--- config.mk ---
export PLATFORM = sky130hd
export DESIGN_NAME = arf_host
export DESIGN_NICKNAME = d
export VERILOG_FILES = /design/src/rtl/arf_pkg.sv /design/src/rtl/arf_buffer.sv /design/src/rtl/arf_host.sv
export VERILOG_INCLUDE_DIRS = /design/src /design/src/rtl
export SDC_FILE = /design/constraint.sdc
export NUM_CORES = 1
export LEC_CHECK = 0
export BUFFER_PORTS_ARGS = -buffer_cell sky130_fd_sc_hd__buf_2
export CORE_MARGIN = 5
export CORE_UTILIZATION = 58
export DETAILED_ROUTE_END_ITERATION = 12
export PLACE_DENSITY_LB_ADDON = 0.08
export SYNTH_ARGS = -nofsm -noshare
export SYNTH_HDL_FRONTEND = slang
export SYNTH_SLANG_ARGS = --single-unit
--- constraint.sdc ---
create_clock -name clk -period 5.82 [get_ports clk]
set_input_delay 0.873 -clock clk [delete_from_list [all_inputs] [get_ports clk]]
set_output_delay 0.873 -clock clk [all_outputs]
set_load 0.005 [all_outputs]
--- src/rtl/arf_defs.svh ---
`ifndef ARF_DEFS_SVH
`define ARF_DEFS_SVH

// ****************************************************************
// Timing of the pin sequences, in ns and in 100 MHz cycles.
// ****************************************************************
`define ARF_CLK_NS      10
`define ARF_CLR_NS      100
`define ARF_STB_HIGH_NS 50
`define ARF_SETTLE_NS   50
`define ARF_CLR_CYC  ((`ARF_CLR_NS + `ARF_CLK_NS - 1) / `ARF_CLK_NS)
`define ARF_HIGH_CYC ((`ARF_STB_HIGH_NS + `ARF_CLK_NS - 1) / `ARF_CLK_NS)
`define ARF_SETTLE_CYC ((`ARF_SETTLE_NS + `ARF_CLK_NS - 1) / `ARF_CLK_NS)

// ****************************************************************
// Word layout.
// ****************************************************************
`define ARF_WORD_W   4
`define ARF_DEPTH    16
`define ARF_CNT_W    4

`endif

--- src/rtl/arf_pkg.sv ---
package arf_pkg;

   // Load side sequence on the pins.
   typedef enum logic [1:0] {
      LD_IDLE,
      LD_SETUP,
      LD_HIGH,
      LD_SETTLE
   } arf_load_type;

   // Unload side sequence on the pins.
   typedef enum logic [1:0] {
      UL_IDLE,
      UL_HIGH,
      UL_SETTLE
   } arf_unload_type;

endpackage

--- src/rtl/arf_buffer.sv ---
`timescale 1ns/10ps

// ****************************************************************
// Small buffer between the unload sequence and the consumer.
// ****************************************************************
module arf_buffer #(
   parameter int WIDTH = 4,
   parameter int DEPTH = 2
) (
   // Clock and reset.
   input  wire logic             clk,
   input  wire logic             resetn,
   // Filling side.
   input  wire logic             inValid,
   output logic                  inReady,
   input  wire logic [WIDTH-1:0] inData,
   // Draining side.
   output logic                  outValid,
   input  wire logic             outReady,
   output logic [WIDTH-1:0]      outData
);
   localparam int PW = (DEPTH > 1) ? $clog2(DEPTH) : 1;

   logic [WIDTH-1:0] mem_reg [DEPTH];
   logic [PW-1:0]    wrPtr_reg;
   logic [PW-1:0]    rdPtr_reg;
   logic [PW:0]      count_reg;
   logic             push;
   logic             pop;

   // Full and empty follow the occupancy count directly.
   assign inReady  = (count_reg != (PW+1)'(DEPTH));
   assign outValid = (count_reg != '0);
   assign push     = inValid && inReady;
   assign pop      = outValid && outReady;
   assign outData  = mem_reg[rdPtr_reg];

   // Pointers wrap at the depth, which need not be a power of two.
   always_ff @(posedge clk or negedge resetn) begin
      if (!resetn) begin
         wrPtr_reg <= '0;
         rdPtr_reg <= '0;
         count_reg <= '0;
      end else begin
         if (push) begin
            wrPtr_reg <= (wrPtr_reg == PW'(DEPTH-1)) ? '0 : wrPtr_reg + 1'b1;
         end
         if (pop) begin
            rdPtr_reg <= (rdPtr_reg == PW'(DEPTH-1)) ? '0 : rdPtr_reg + 1'b1;
         end
         if (push && !pop) begin
            count_reg <= count_reg + 1'b1;
         end else if (pop && !push) begin
            count_reg <= count_reg - 1'b1;
         end
      end
   end

   // Storage needs no reset; nothing reads an entry before it is written.
   always_ff @(posedge clk) begin
      if (push) begin
         mem_reg[wrPtr_reg] <= inData;
      end
   end

endmodule

--- src/rtl/arf_host.sv ---
`timescale 1ns/10ps
`include "arf_defs.svh"

// What this block does
// - Pulse clear once after each reset.
// - Raise load strobe only when space flagged.
// - Return load strobe low after each rise.
// - Hold load strobe high until the space flag drops.
// - Return unload strobe low before next word.
module arf_host #(
   parameter int WORD_W  = `ARF_WORD_W,
   parameter int BUF_DEP = 2
) (
   // Clock and reset.
   input  wire logic              clk,
   input  wire logic              resetn,
   // Producer side of this controller.
   input  wire logic              wrValid,
   output logic                   wrReady,
   input  wire logic [WORD_W-1:0] wrData,
   // Consumer side of this controller.
   output logic                   rdValid,
   input  wire logic              rdReady,
   output logic [WORD_W-1:0]      rdData,
   // Status of this controller.
   output logic                   clearBusy,
   // Pins toward the store.
   output logic [WORD_W-1:0]      wordIn,
   output logic                   loadStrobe,
   output logic                   unloadStrobe,
   output logic                   clearAll,
   output logic                   outEnableN,
   input  wire logic              inSpaceFlag,
   input  wire logic              outputValidFlag,
   input  wire logic [WORD_W-1:0] wordOut
);

   // ****************************************************************
   // Helpers.
   // ****************************************************************

   // A count has run out once it reaches zero.
   function automatic logic timeUp(input logic [`ARF_CNT_W-1:0] c);
      timeUp = (c == '0);
   endfunction

   localparam logic [`ARF_CNT_W-1:0] CLR_CYC    = `ARF_CNT_W'(`ARF_CLR_CYC);
   localparam logic [`ARF_CNT_W-1:0] HIGH_CYC   = `ARF_CNT_W'(`ARF_HIGH_CYC);
   localparam logic [`ARF_CNT_W-1:0] SETTLE_CYC =
      `ARF_CNT_W'(`ARF_SETTLE_CYC);

   // ****************************************************************
   // Pin synchronisers.
   // ****************************************************************

   // Two stages for every level from the store; only stage two is read.
   logic [WORD_W+1:0] syncA_reg;
   logic [WORD_W+1:0] syncB_reg;
   logic              spaceS;
   logic              validS;
   logic [WORD_W-1:0] wordS;

   always_ff @(posedge clk or negedge resetn) begin
      if (!resetn) begin
         syncA_reg <= '0;
         syncB_reg <= '0;
      end else begin
         syncA_reg <= {inSpaceFlag, outputValidFlag, wordOut};
         syncB_reg <= syncA_reg;
      end
   end

   assign spaceS = syncB_reg[WORD_W+1];
   assign validS = syncB_reg[WORD_W];
   assign wordS  = syncB_reg[WORD_W-1:0];

   // ****************************************************************
   // Clear pulse after reset.
   // ****************************************************************

   // The store starts in an unknown state, so it is cleared first.
   logic [`ARF_CNT_W-1:0] clrCnt_reg;
   logic                  clrDone;

   always_ff @(posedge clk or negedge resetn) begin
      if (!resetn) begin
         clrCnt_reg <= CLR_CYC;
      end else if (!timeUp(clrCnt_reg)) begin
         clrCnt_reg <= clrCnt_reg - 1'b1;
      end
   end

   // The clear pin stays high until the count runs out.
   assign clrDone   = timeUp(clrCnt_reg);
   assign clearAll  = !clrDone;
   assign clearBusy = !clrDone;

   // Keep the store's outputs driven once it is in use; during clear
   // they are floated because the word on them means nothing.
   assign outEnableN = !clrDone;

   // ****************************************************************
   // Load sequence.
   // ****************************************************************
   arf_pkg::arf_load_type ldState_reg;
   arf_pkg::arf_load_type ldState_next;
   logic [`ARF_CNT_W-1:0] ldCnt_reg;
   logic [`ARF_CNT_W-1:0] ldCnt_next;
   logic [WORD_W-1:0]     wordIn_reg;
   logic                  ldTake;

   // A word is accepted only while the store flags space, and the
   // strobe stays low during clear so nothing is caught at release.
   assign ldTake  = (ldState_reg == arf_pkg::LD_IDLE) && clrDone
                    && spaceS && wrValid;
   assign wrReady = (ldState_reg == arf_pkg::LD_IDLE) && clrDone && spaceS;
   assign wordIn  = wordIn_reg;

   // The strobe rises one cycle after the word is set up, stays high at
   // least the minimum time and until the store shows busy, then falls.
   always_comb begin
      ldState_next = ldState_reg;
      ldCnt_next   = timeUp(ldCnt_reg) ? ldCnt_reg : ldCnt_reg - 1'b1;
      case (ldState_reg)
         arf_pkg::LD_IDLE: begin
            if (ldTake) begin
               ldState_next = arf_pkg::LD_SETUP;
            end
         end
         arf_pkg::LD_SETUP: begin
            ldState_next = arf_pkg::LD_HIGH;
            ldCnt_next   = HIGH_CYC;
         end
         arf_pkg::LD_HIGH: begin
            // Waiting on a low flag also covers a full store.
            if (timeUp(ldCnt_reg) && !spaceS) begin
               ldState_next = arf_pkg::LD_SETTLE;
               ldCnt_next   = SETTLE_CYC;
            end
         end
         arf_pkg::LD_SETTLE: begin
            // The synchronised flag lags; let it catch up first.
            if (timeUp(ldCnt_reg)) begin
               ldState_next = arf_pkg::LD_IDLE;
            end
         end
         default: begin
            ldState_next = arf_pkg::LD_IDLE;
         end
      endcase
   end

   always_ff @(posedge clk or negedge resetn) begin
      if (!resetn) begin
         ldState_reg <= arf_pkg::LD_IDLE;
         ldCnt_reg   <= '0;
         wordIn_reg  <= '0;
      end else begin
         ldState_reg <= ldState_next;
         ldCnt_reg   <= ldCnt_next;
         if (ldTake) begin
            wordIn_reg <= wrData;
         end
      end
   end

   // Data is held steady across the whole strobe pulse.
   assign loadStrobe = (ldState_reg == arf_pkg::LD_HIGH);

   // ****************************************************************
   // Unload sequence.
   // ****************************************************************
   arf_pkg::arf_unload_type ulState_reg;
   arf_pkg::arf_unload_type ulState_next;
   logic [`ARF_CNT_W-1:0]   ulCnt_reg;
   logic [`ARF_CNT_W-1:0]   ulCnt_next;
   logic                    ulTake;
   logic                    bufInReady;

   // A word is taken only with room in the buffer, so a stalled
   // consumer leaves words waiting in the store instead of losing them.
   assign ulTake = (ulState_reg == arf_pkg::UL_IDLE) && clrDone
                   && validS && bufInReady;

   // The strobe is raised, and its falling edge releases the word; it
   // rests low between words so it is never held over an empty store.
   always_comb begin
      ulState_next = ulState_reg;
      ulCnt_next   = timeUp(ulCnt_reg) ? ulCnt_reg : ulCnt_reg - 1'b1;
      case (ulState_reg)
         arf_pkg::UL_IDLE: begin
            if (ulTake) begin
               ulState_next = arf_pkg::UL_HIGH;
               ulCnt_next   = HIGH_CYC;
            end
         end
         arf_pkg::UL_HIGH: begin
            if (timeUp(ulCnt_reg)) begin
               ulState_next = arf_pkg::UL_SETTLE;
               ulCnt_next   = SETTLE_CYC;
            end
         end
         arf_pkg::UL_SETTLE: begin
            // Stale valid from before the fall must clear the sampler.
            if (timeUp(ulCnt_reg)) begin
               ulState_next = arf_pkg::UL_IDLE;
            end
         end
         default: begin
            ulState_next = arf_pkg::UL_IDLE;
         end
      endcase
   end

   always_ff @(posedge clk or negedge resetn) begin
      if (!resetn) begin
         ulState_reg <= arf_pkg::UL_IDLE;
         ulCnt_reg   <= '0;
      end else begin
         ulState_reg <= ulState_next;
         ulCnt_reg   <= ulCnt_next;
      end
   end

   assign unloadStrobe = (ulState_reg == arf_pkg::UL_HIGH);

   // ****************************************************************
   // Buffer toward the consumer.
   // ****************************************************************
   arf_buffer #(
      .WIDTH (WORD_W),
      .DEPTH (BUF_DEP)
   ) uBuffer (
      .clk      (clk),
      .resetn   (resetn),
      .inValid  (ulTake),
      .inReady  (bufInReady),
      .inData   (wordS),
      .outValid (rdValid),
      .outReady (rdReady),
      .outData  (rdData)
   );

endmodule

==> summary.txt, run 1 <==
Yosys
  – Mux share of post-synthesis cell area: under 10%
  – Post-synthesis sequential area ratio: 59.7%
  – Syn nets: 171
  – Synth warnings: 0
  – Post-Synthesis Cell Area: 0.00192 mm^2
  – Async SR Flop Fraction: 81.8%
  – Synth Area in XOR/XNOR: 4.11%
  – Post-synthesis compound-gate area fraction: 7.90%
  – Post-synth EDFFs: 8
  – Adder-cell share of the synthesized area: 7.18%
  – Post-synthesis cell count: 146
  – Post-Synth Simple-Gate Area: 11.9%
  – Post-synth top flop: dfrtp_1
  – Main combinational cell family by area after synthesis: simple AND/OR/NAND/NOR gates
  – Unique cell type count in the Yosys netlist: 39
  – Avg Synthesized Cell Area: roughly 13 um^2
  – Number of synthesized register bits: 44

Setup path
  – Critical Path Max Stage Delay: 430 ps
  – CP Class: reg2out
  – CP top delay family: simple AND/OR/NAND/NOR gates
  – Worst r2r src: clrCnt_reg[0]
  – Slowest cell on crit path: dfrtp_1
  – RR Endpoint: uBuffer.count_reg[1]
  – Crit end category: output pin
  – Max FO, Critical Path: 8
  – CP required: 4950 ps
  – CP bufs+invs: 2
  – Flop2flop setup slack: 3530 ps
  – Critical Path Start Type: flip-flop
  – R2R cell count: 8
  – Crit-path cells: inv_1 > ha_1 > nor3b_4 > and3_1 > buf_2
  – CP arrival: 1690 ps

Global route
  – Initial antenna violation count: 0
  – First-pass GRT wire length: between 5 and 6 mm
  – Pin count of the biggest net entering global routing: 37
  – Vias in the first global route: 1239
  – Total GRT Usage: 16.2%
  – Gr ovfl total: 0

Hold path
  – Hold path start: syncA_reg[4]
  – Hold endpoint: syncB_reg[4]
  – HP Class: reg2reg
  – Hold Crit Depth: 0

Drt
  – Vias: 1121
  – Drt total wl: around 2.9 mm
  – Detailed-route DRC error count: 0
  – First-pass detailed-route iteration total: 2
  – Initial DRC count: 34
  – Final ANT Viol Nets: 0
  – Via density: 5.03
  – Post-DR wirelength/cell: 13.1 um

Finish
  – Non-Filler Instances: 223
  – Antenna Cells: 0
  – Layout cell share with drive strength beyond 1: between 30% and 40%
  – Fillers: 254
  – Area Overhead vs Synth: 12.0%
  – Max reg flops: 8
  – Fin nets: 203

STA
  – RSZ-0062 raised after global routing: no
  – Tightest Pin Transition: 751 ps
  – Final setup fails: 0
  – Max Fclk: between 300 and 400 MHz
  – Final hold violation count: 0
  – Clock skew: ~6.5 ps
  – Slew Limit Headroom: 49.9%
  – Final Critical Period: 2560 ps
  – Count of final max-slew check failures: 0
  – Final period utilization: between 40 and 50%
  – Setup TNS: 0 ps
  – Min setup slack post-route: 3260 ps

Floorplan
  – Die area: 0.00455 mm^2
  – Starting Density: between 60% and 70%
  – Core Area: a little over 0.003 mm^2
  – Row count: 20
  – IO Pins: 29
  – Die W: 67.5 um
  – Die height: 67.5 um

Clock network
  – Reg clk slew, reported paths: ~130 ps
  – Root buffer cell: clkbuf_4
  – CTS tree: yes
  – Post-CTS Hold Fix Bufs: 0
  – Post-CTS Resized: 0
  – Inserted Clock Buffers: 5
  – # Post-CTS Setup Buffers: 0
  – Sink Count: 44
  – H-tree levels: 2
  – Maximum buffer depth of the clock tree: 2
  – Clk_lat worst skew: 350 ps

Power
  – Max VDD drop: between 200 and 300 uV
  – Pwr per Cell Area: 491 mW/mm^2
  – Leakage Power: a little over 0.001 uW

Place
  – Placed Cells: approximately 220
  – HPWL Detailed: around 2.2 mm
  – Post-placement worst setup slack: 3580 ps
  – Gpl congestion: 0.761
  – Port bufs: 28

Flow run
  – Max-cap violations: 0

Outcome
  – Status: finished, final reports clean
-- cell families (layout without fill, tap and decap cells) --
logic type | Yosys count | in the layout
flip-flops | 44 | 44
AND/OR/NAND/NOR | 40 | 40
AO/OA/AOI/OAI | 18 | 18
buffers and inverters | 15 | 48
adder cells (fa/ha/maj) | 11 | 11
XOR/XNOR | 9 | 9
multiplexers | 9 | 9
-- worst reg2reg max path, cell delays in order, from the launching register on --
cell and delay (ps):
dfrtp_1 430, inv_1 90, ha_1 170, nor3b_4 350, nand4_1 330, inv_1 210, ha_1 270, nor2_1 200
xor2_1 180
-- per-stage QoR --
step | area [um^2] | util, % | total power [uW] | hold slack [ps]
final | 2150 | 69.2 | 1050 | 359
after global routing | 2150 | 69.2 | 1150 | 362
after CTS | 2150 | 69.2 | 1070 | 367
after detailed placement | 2080 | 67.2 | 917 | 336
after global placement | 2080 | 67.2 | 890 | 334
after floorplan | 1920 | - | 799 | 331
-- routing by layer --
metal | track usage (%) | part of all wire (%) | vias to the layer above
li1 | - | - | 559
met1 | 17.8 | 41 | 541
met2 | 28.6 | 55 | 21
met3 | 5.82 | 4.4 | 0
met4 | 5.82 | 0 | 0
met5 | 0 | 0 | -
-- cell usage in the layout (no fill, tap or decap), types with 2 or more instances in the layout --
cell | synthesis | layout
or2_2 | 2 | 2
xnor2_1 | 6 | 6
mux2_2 | 8 | 8
inv_1 | 12 | 12
o211ai_1 | 3 | 3
nor2_1 | 9 | 9
or3_1 | 2 | 2
nand2b_1 | 7 | 7
edfxtp_1 | 8 | 8
o21ai_0 | 4 | 4
clkinvlp_4 | 0 | 2
nand3_1 | 2 | 2
nor3_1 | 3 | 3
dfstp_2 | 2 | 2
clkbuf_4 | 0 | 5
nand2_1 | 6 | 6
dfrtp_1 | 34 | 34
buf_2 | 0 | 28
a21oi_1 | 2 | 2
xor2_1 | 3 | 3
ha_1 | 11 | 11
-- area by class of cell --
cell class                      instances  area [um^2]  share of cell area [%]
Tap cell                               44         55.1                    2.57
Inverter                               12         45.0                    2.10
Clock buffer                            5         37.5                    1.75
Timing Repair Buffer                   28          140                    6.53
Clock inverter                          3         23.8                    1.11
Sequential cell                        44         1140                    53.3
Multi-Input combinational cell         87          701                    32.7
-- cells in the mapped netlist, types with 4 or more instances --
cell,n,area (um^2)
inv_1,12,45.0
xnor2_1,6,52.6
nand2b_1,7,43.8
dfrtp_1,34,851
nor2_1,9,33.8
nand2_1,6,22.5
ha_1,11,138
mux2_2,8,90.1
edfxtp_1,8,240
o21ai_0,4,20.0
-- report_power, final --
| group | total [uW] | internal, uW | switching (uW) |
|---|---|---|---|
| Clock | 146 | 47.6 | 98.2 |
| Combinational | 442 | 229 | 213 |
| Sequential | 465 | 403 | 62.2 |
| Total | 1050 | 680 | 373 |
-- worst max-delay path by stage --
stage | from | end | slack, ps | depth (start not counted)
CTS | clrCnt_reg[0] | wrReady | 3220 | 5
global route | clrCnt_reg[0] | clearAll | 3120 | 5
detailed placement | clrCnt_reg[0] | uBuffer.count_reg[1] | 3580 | 8
finish | clrCnt_reg[0] | wrReady | 3260 | 5
global placement | clrCnt_reg[0] | wrReady | 3690 | 5
floorplan | clrCnt_reg[0] | clearBusy | 3730 | 5
(Power assumes the default switching activity.)
==> run 2, diff against run 1 <==
--- a/config.mk
+++ b/config.mk
@@ -8,7 +8,7 @@
 export LEC_CHECK = 0
 export BUFFER_PORTS_ARGS = -buffer_cell sky130_fd_sc_hd__buf_2
 export CORE_MARGIN = 5
-export CORE_UTILIZATION = 58
+export CORE_UTILIZATION = 50
 export DETAILED_ROUTE_END_ITERATION = 12
 export PLACE_DENSITY_LB_ADDON = 0.08
 export SYNTH_ARGS = -nofsm -noshare
==> constraint.sdc (replaced) <==
create_clock -name clk -period 2.1 [get_ports clk]
set_input_delay 0.315 -clock clk [delete_from_list [all_inputs] [get_ports clk]]
set_output_delay 0.315 -clock clk [all_outputs]
set_load 0.005 [all_outputs]
==> run 2 against run 1 <==
  * Die area grew 14%
  * Via count rose by 7.0%
  * Combinational power grew to 2.9 times the previous value
  * Flip-flop and latch count did not move
  * Critical path depth increased by 1
  * First-iteration DRC count rose by 53%
  * Register-to-register slack got worse by 3400 ps
  * Count of clock-buffer cells in the layout is 1 higher
  * Global-route usage decreased by 2.4 points
  * Worst setup slack got worse by 3100 ps
  * Non-clock buffer count grew 5
  * Largest cell class unchanged
  * Largest power group unchanged
==> summary.txt, run 2 (same netlist as run 1, synthesis figures left out) <==
Outcome
  – Status: finished, final reports clean (unchanged)

Finish
  – Non-Filler Instances: 232 (was 223)
  – Antenna Cells: 0 (unchanged)
  – Max reg flops: 8 (unchanged)
  – Fin nets: 208 (was 203)
  – Fillers: 319 (was 254)
  – Layout cell share with drive strength beyond 1: 33.2% (was 31.3%)
  – Area Overhead vs Synth: 16.3% (was 12.0%)
  – Area occupied by multi-input gates: 701 um^2 (unchanged)
  – Commonest cells after routing, fill and taps aside: dfrtp_1, buf_2, inv_1 (unchanged)
  – Final Cell Area: 0.00223 mm^2 (was 0.00215 mm^2)
  – Commonest non-fill, non-tap cell in the layout: dfrtp_1 (unchanged)
  – Sequential cell area: 0.00114 mm^2 (unchanged)

Floorplan
  – Die W: 71.9 um (was 67.5 um)
  – Core Area: 0.00369 mm^2 (was 0.00310 mm^2)
  – IO Pins: 29 (unchanged)
  – Starting Density: 51.9% (was 61.7%)
  – Die area: 0.00517 mm^2 (was 0.00455 mm^2)
  – Row count: 22 (was 20)
  – Die height: 71.9 um (was 67.5 um)

Drt
  – Initial DRC count: 52 (was 34)
  – Drt total wl: 3.13 mm (was 2.93 mm)
  – Vias: 1199 (was 1121)
  – First-pass detailed-route iteration total: 4 (was 2)
  – Via density: 5.17 (was 5.03)
  – Detailed-route DRC error count: 0 (unchanged)
  – Final ANT Viol Nets: 0 (unchanged)
  – Post-DR wirelength/cell: 13.5 um (was 13.1 um)

Place
  – HPWL Detailed: 2.38 mm (was 2.22 mm)
  – Gpl congestion: 0.800 (was 0.761)
  – Placed inst area: 0.00211 mm^2 (was 0.00208 mm^2)
  – Port bufs: 28 (unchanged)
  – Placed Cells: 222 (was 215)

Global route
  – Initial antenna violation count: 0 (unchanged)
  – Gr ovfl total: 0 (unchanged)
  – First-pass GRT wire length: 5.51 mm (was 5.44 mm)
  – Vias in the first global route: 1285 (was 1239)
  – Total GRT Usage: 13.8% (was 16.2%)
  – Pin count of the biggest net entering global routing: 37 (unchanged)

STA
  – Clock skew: 6.83 ps (was 6.54 ps)
  – Slew Limit Headroom: 48.1% (was 49.9%)
  – Final hold violation count: 0 (unchanged)
  – Tightest Pin Transition: 778 ps (was 751 ps)
  – Final setup fails: 0 (unchanged)
  – RSZ-0062 raised after global routing: no (unchanged)
  – Setup TNS: 0 ps (unchanged)
  – Final Critical Period: 1980 ps
  – Hold slack: 101 ps (was 359 ps)
  – Max Fclk: 504 MHz
  – Final period utilization: a little over nine tenths
  – Count of final max-slew check failures: 0 (unchanged)

Setup path
  – Crit-path cells: inv_1 > ha_1 > nor3b_4 > buf_6 > and3_1 > buf_2 (was inv_1 > ha_1 > nor3b_4 > and3_1 > buf_2)
  – CP required: 1780 ps (was 4950 ps)
  – RR Endpoint: uBuffer.count_reg[1] (unchanged)
  – R2R cell count: 10 (was 8)
  – Critical Path Start Type: flip-flop (unchanged)
  – Max FO, Critical Path: 6 (was 8)
  – Crit end category: output pin (unchanged)
  – CP arrival: 1670 ps (was 1690 ps)
  – Flop2flop setup slack: 150 ps (was 3530 ps)
  – Slowest cell on crit path: dfstp_2 (was dfrtp_1)
  – Worst r2r src: clrCnt_reg[1] (was clrCnt_reg[0])
  – CP Class: reg2out (unchanged)
  – Critical Path Max Stage Delay: 540 ps (was 430 ps)

Power
  – Max VDD drop: 787 uV (was 258 uV)
  – Leakage Power: 0.00105 uW (was 0.00101 uW)
  – Pwr per Cell Area: 1390 mW/mm^2 (was 491 mW/mm^2)

Flow run
  – Max-cap violations: 0 (unchanged)

Clock network
  – CTS tree: yes (unchanged)
  – Reg clk slew, reported paths: 80 ps (was 130 ps)
  – H-tree levels: 2 (unchanged)
  – Clk_lat worst skew: 290 ps (was 350 ps)
  – Root buffer cell: clkbuf_8 (was clkbuf_4)
  – Inserted Clock Buffers: 5 (unchanged)
  – Sink Count: 44 (unchanged)
  – Maximum buffer depth of the clock tree: 2 (unchanged)
  – Post-CTS Hold Fix Bufs: 0 (unchanged)

Hold path
  – HP Class: in2async (was reg2reg)
run 2: cell types whose count changed in the layout (fill, tap and decap cells not counted):
cell	previous run	this run
buf_4	0	4
clkbuf_8	0	6
buf_6	0	1
clkbuf_4	5	0
clkinv_4	1	0
run 2: layout make-up:
class                           count  area share, %
Clock inverter                      2          0.674
Timing Repair Buffer               33           8.14
Tap cell                           48           2.70
Multi-Input combinational cell     87           31.4
Inverter                           12           2.02
Clock buffer                        6           3.71
Sequential cell                    44           51.3
run 2: critical path, delay by kind of cell (launching register included):
| kind | cells | cell delay (ps) |
|---|---|---|
| adder cells (fa/ha/maj) | 1 | 190 |
| buffers and inverters | 3 | 300 |
| flip-flops | 1 | 540 |
| AND/OR/NAND/NOR | 2 | 330 |
run 2: power breakdown:
part	total [uW]	internal (uW)	switching, uW
Clock	539	266	273
Combinational	1260	659	598
Sequential	1290	1120	175
run 2: per-layer routing:
metal	vias up	routed length, um	global-route usage (%)
met1	590	1300	16.5
li1	572	-	-
met3	4	218	4.85
met5	-	0	0
met2	33	1580	22.4
met4	0	42	6.26
run 2: repair_timing:
item	4_1_cts	5_1_grt
endpoints found under the setup margin	0	1
setup buffers	0	3
resized for setup	0	1
run 2: worst max-delay path by stage:
stage | from | endpoint | slack, ps | depth (start not counted)
global route | clrCnt_reg[1] | wrReady | 20 | 6
CTS | clrCnt_reg[1] | wrReady | 60 | 6
detailed placement | clrCnt_reg[0] | ldState_reg[1] | 180 | 7
floorplan | clrCnt_reg[0] | uBuffer.count_reg[1] | 170 | 9
global placement | ldCnt_reg[0] | ldState_reg[1] | 290 | 6
finish | clrCnt_reg[1] | wrReady | 120 | 6
run 2: through the flow:
stage	total power, uW	utilization (%)	worst slack [ps]
final	3090	60.4	117
after global routing	3350	60.4	20.9
after CTS	3140	59.9	60.3
after detailed placement	2580	57.3	182
after global placement	2500	57.3	289
after floorplan	2210	-	168
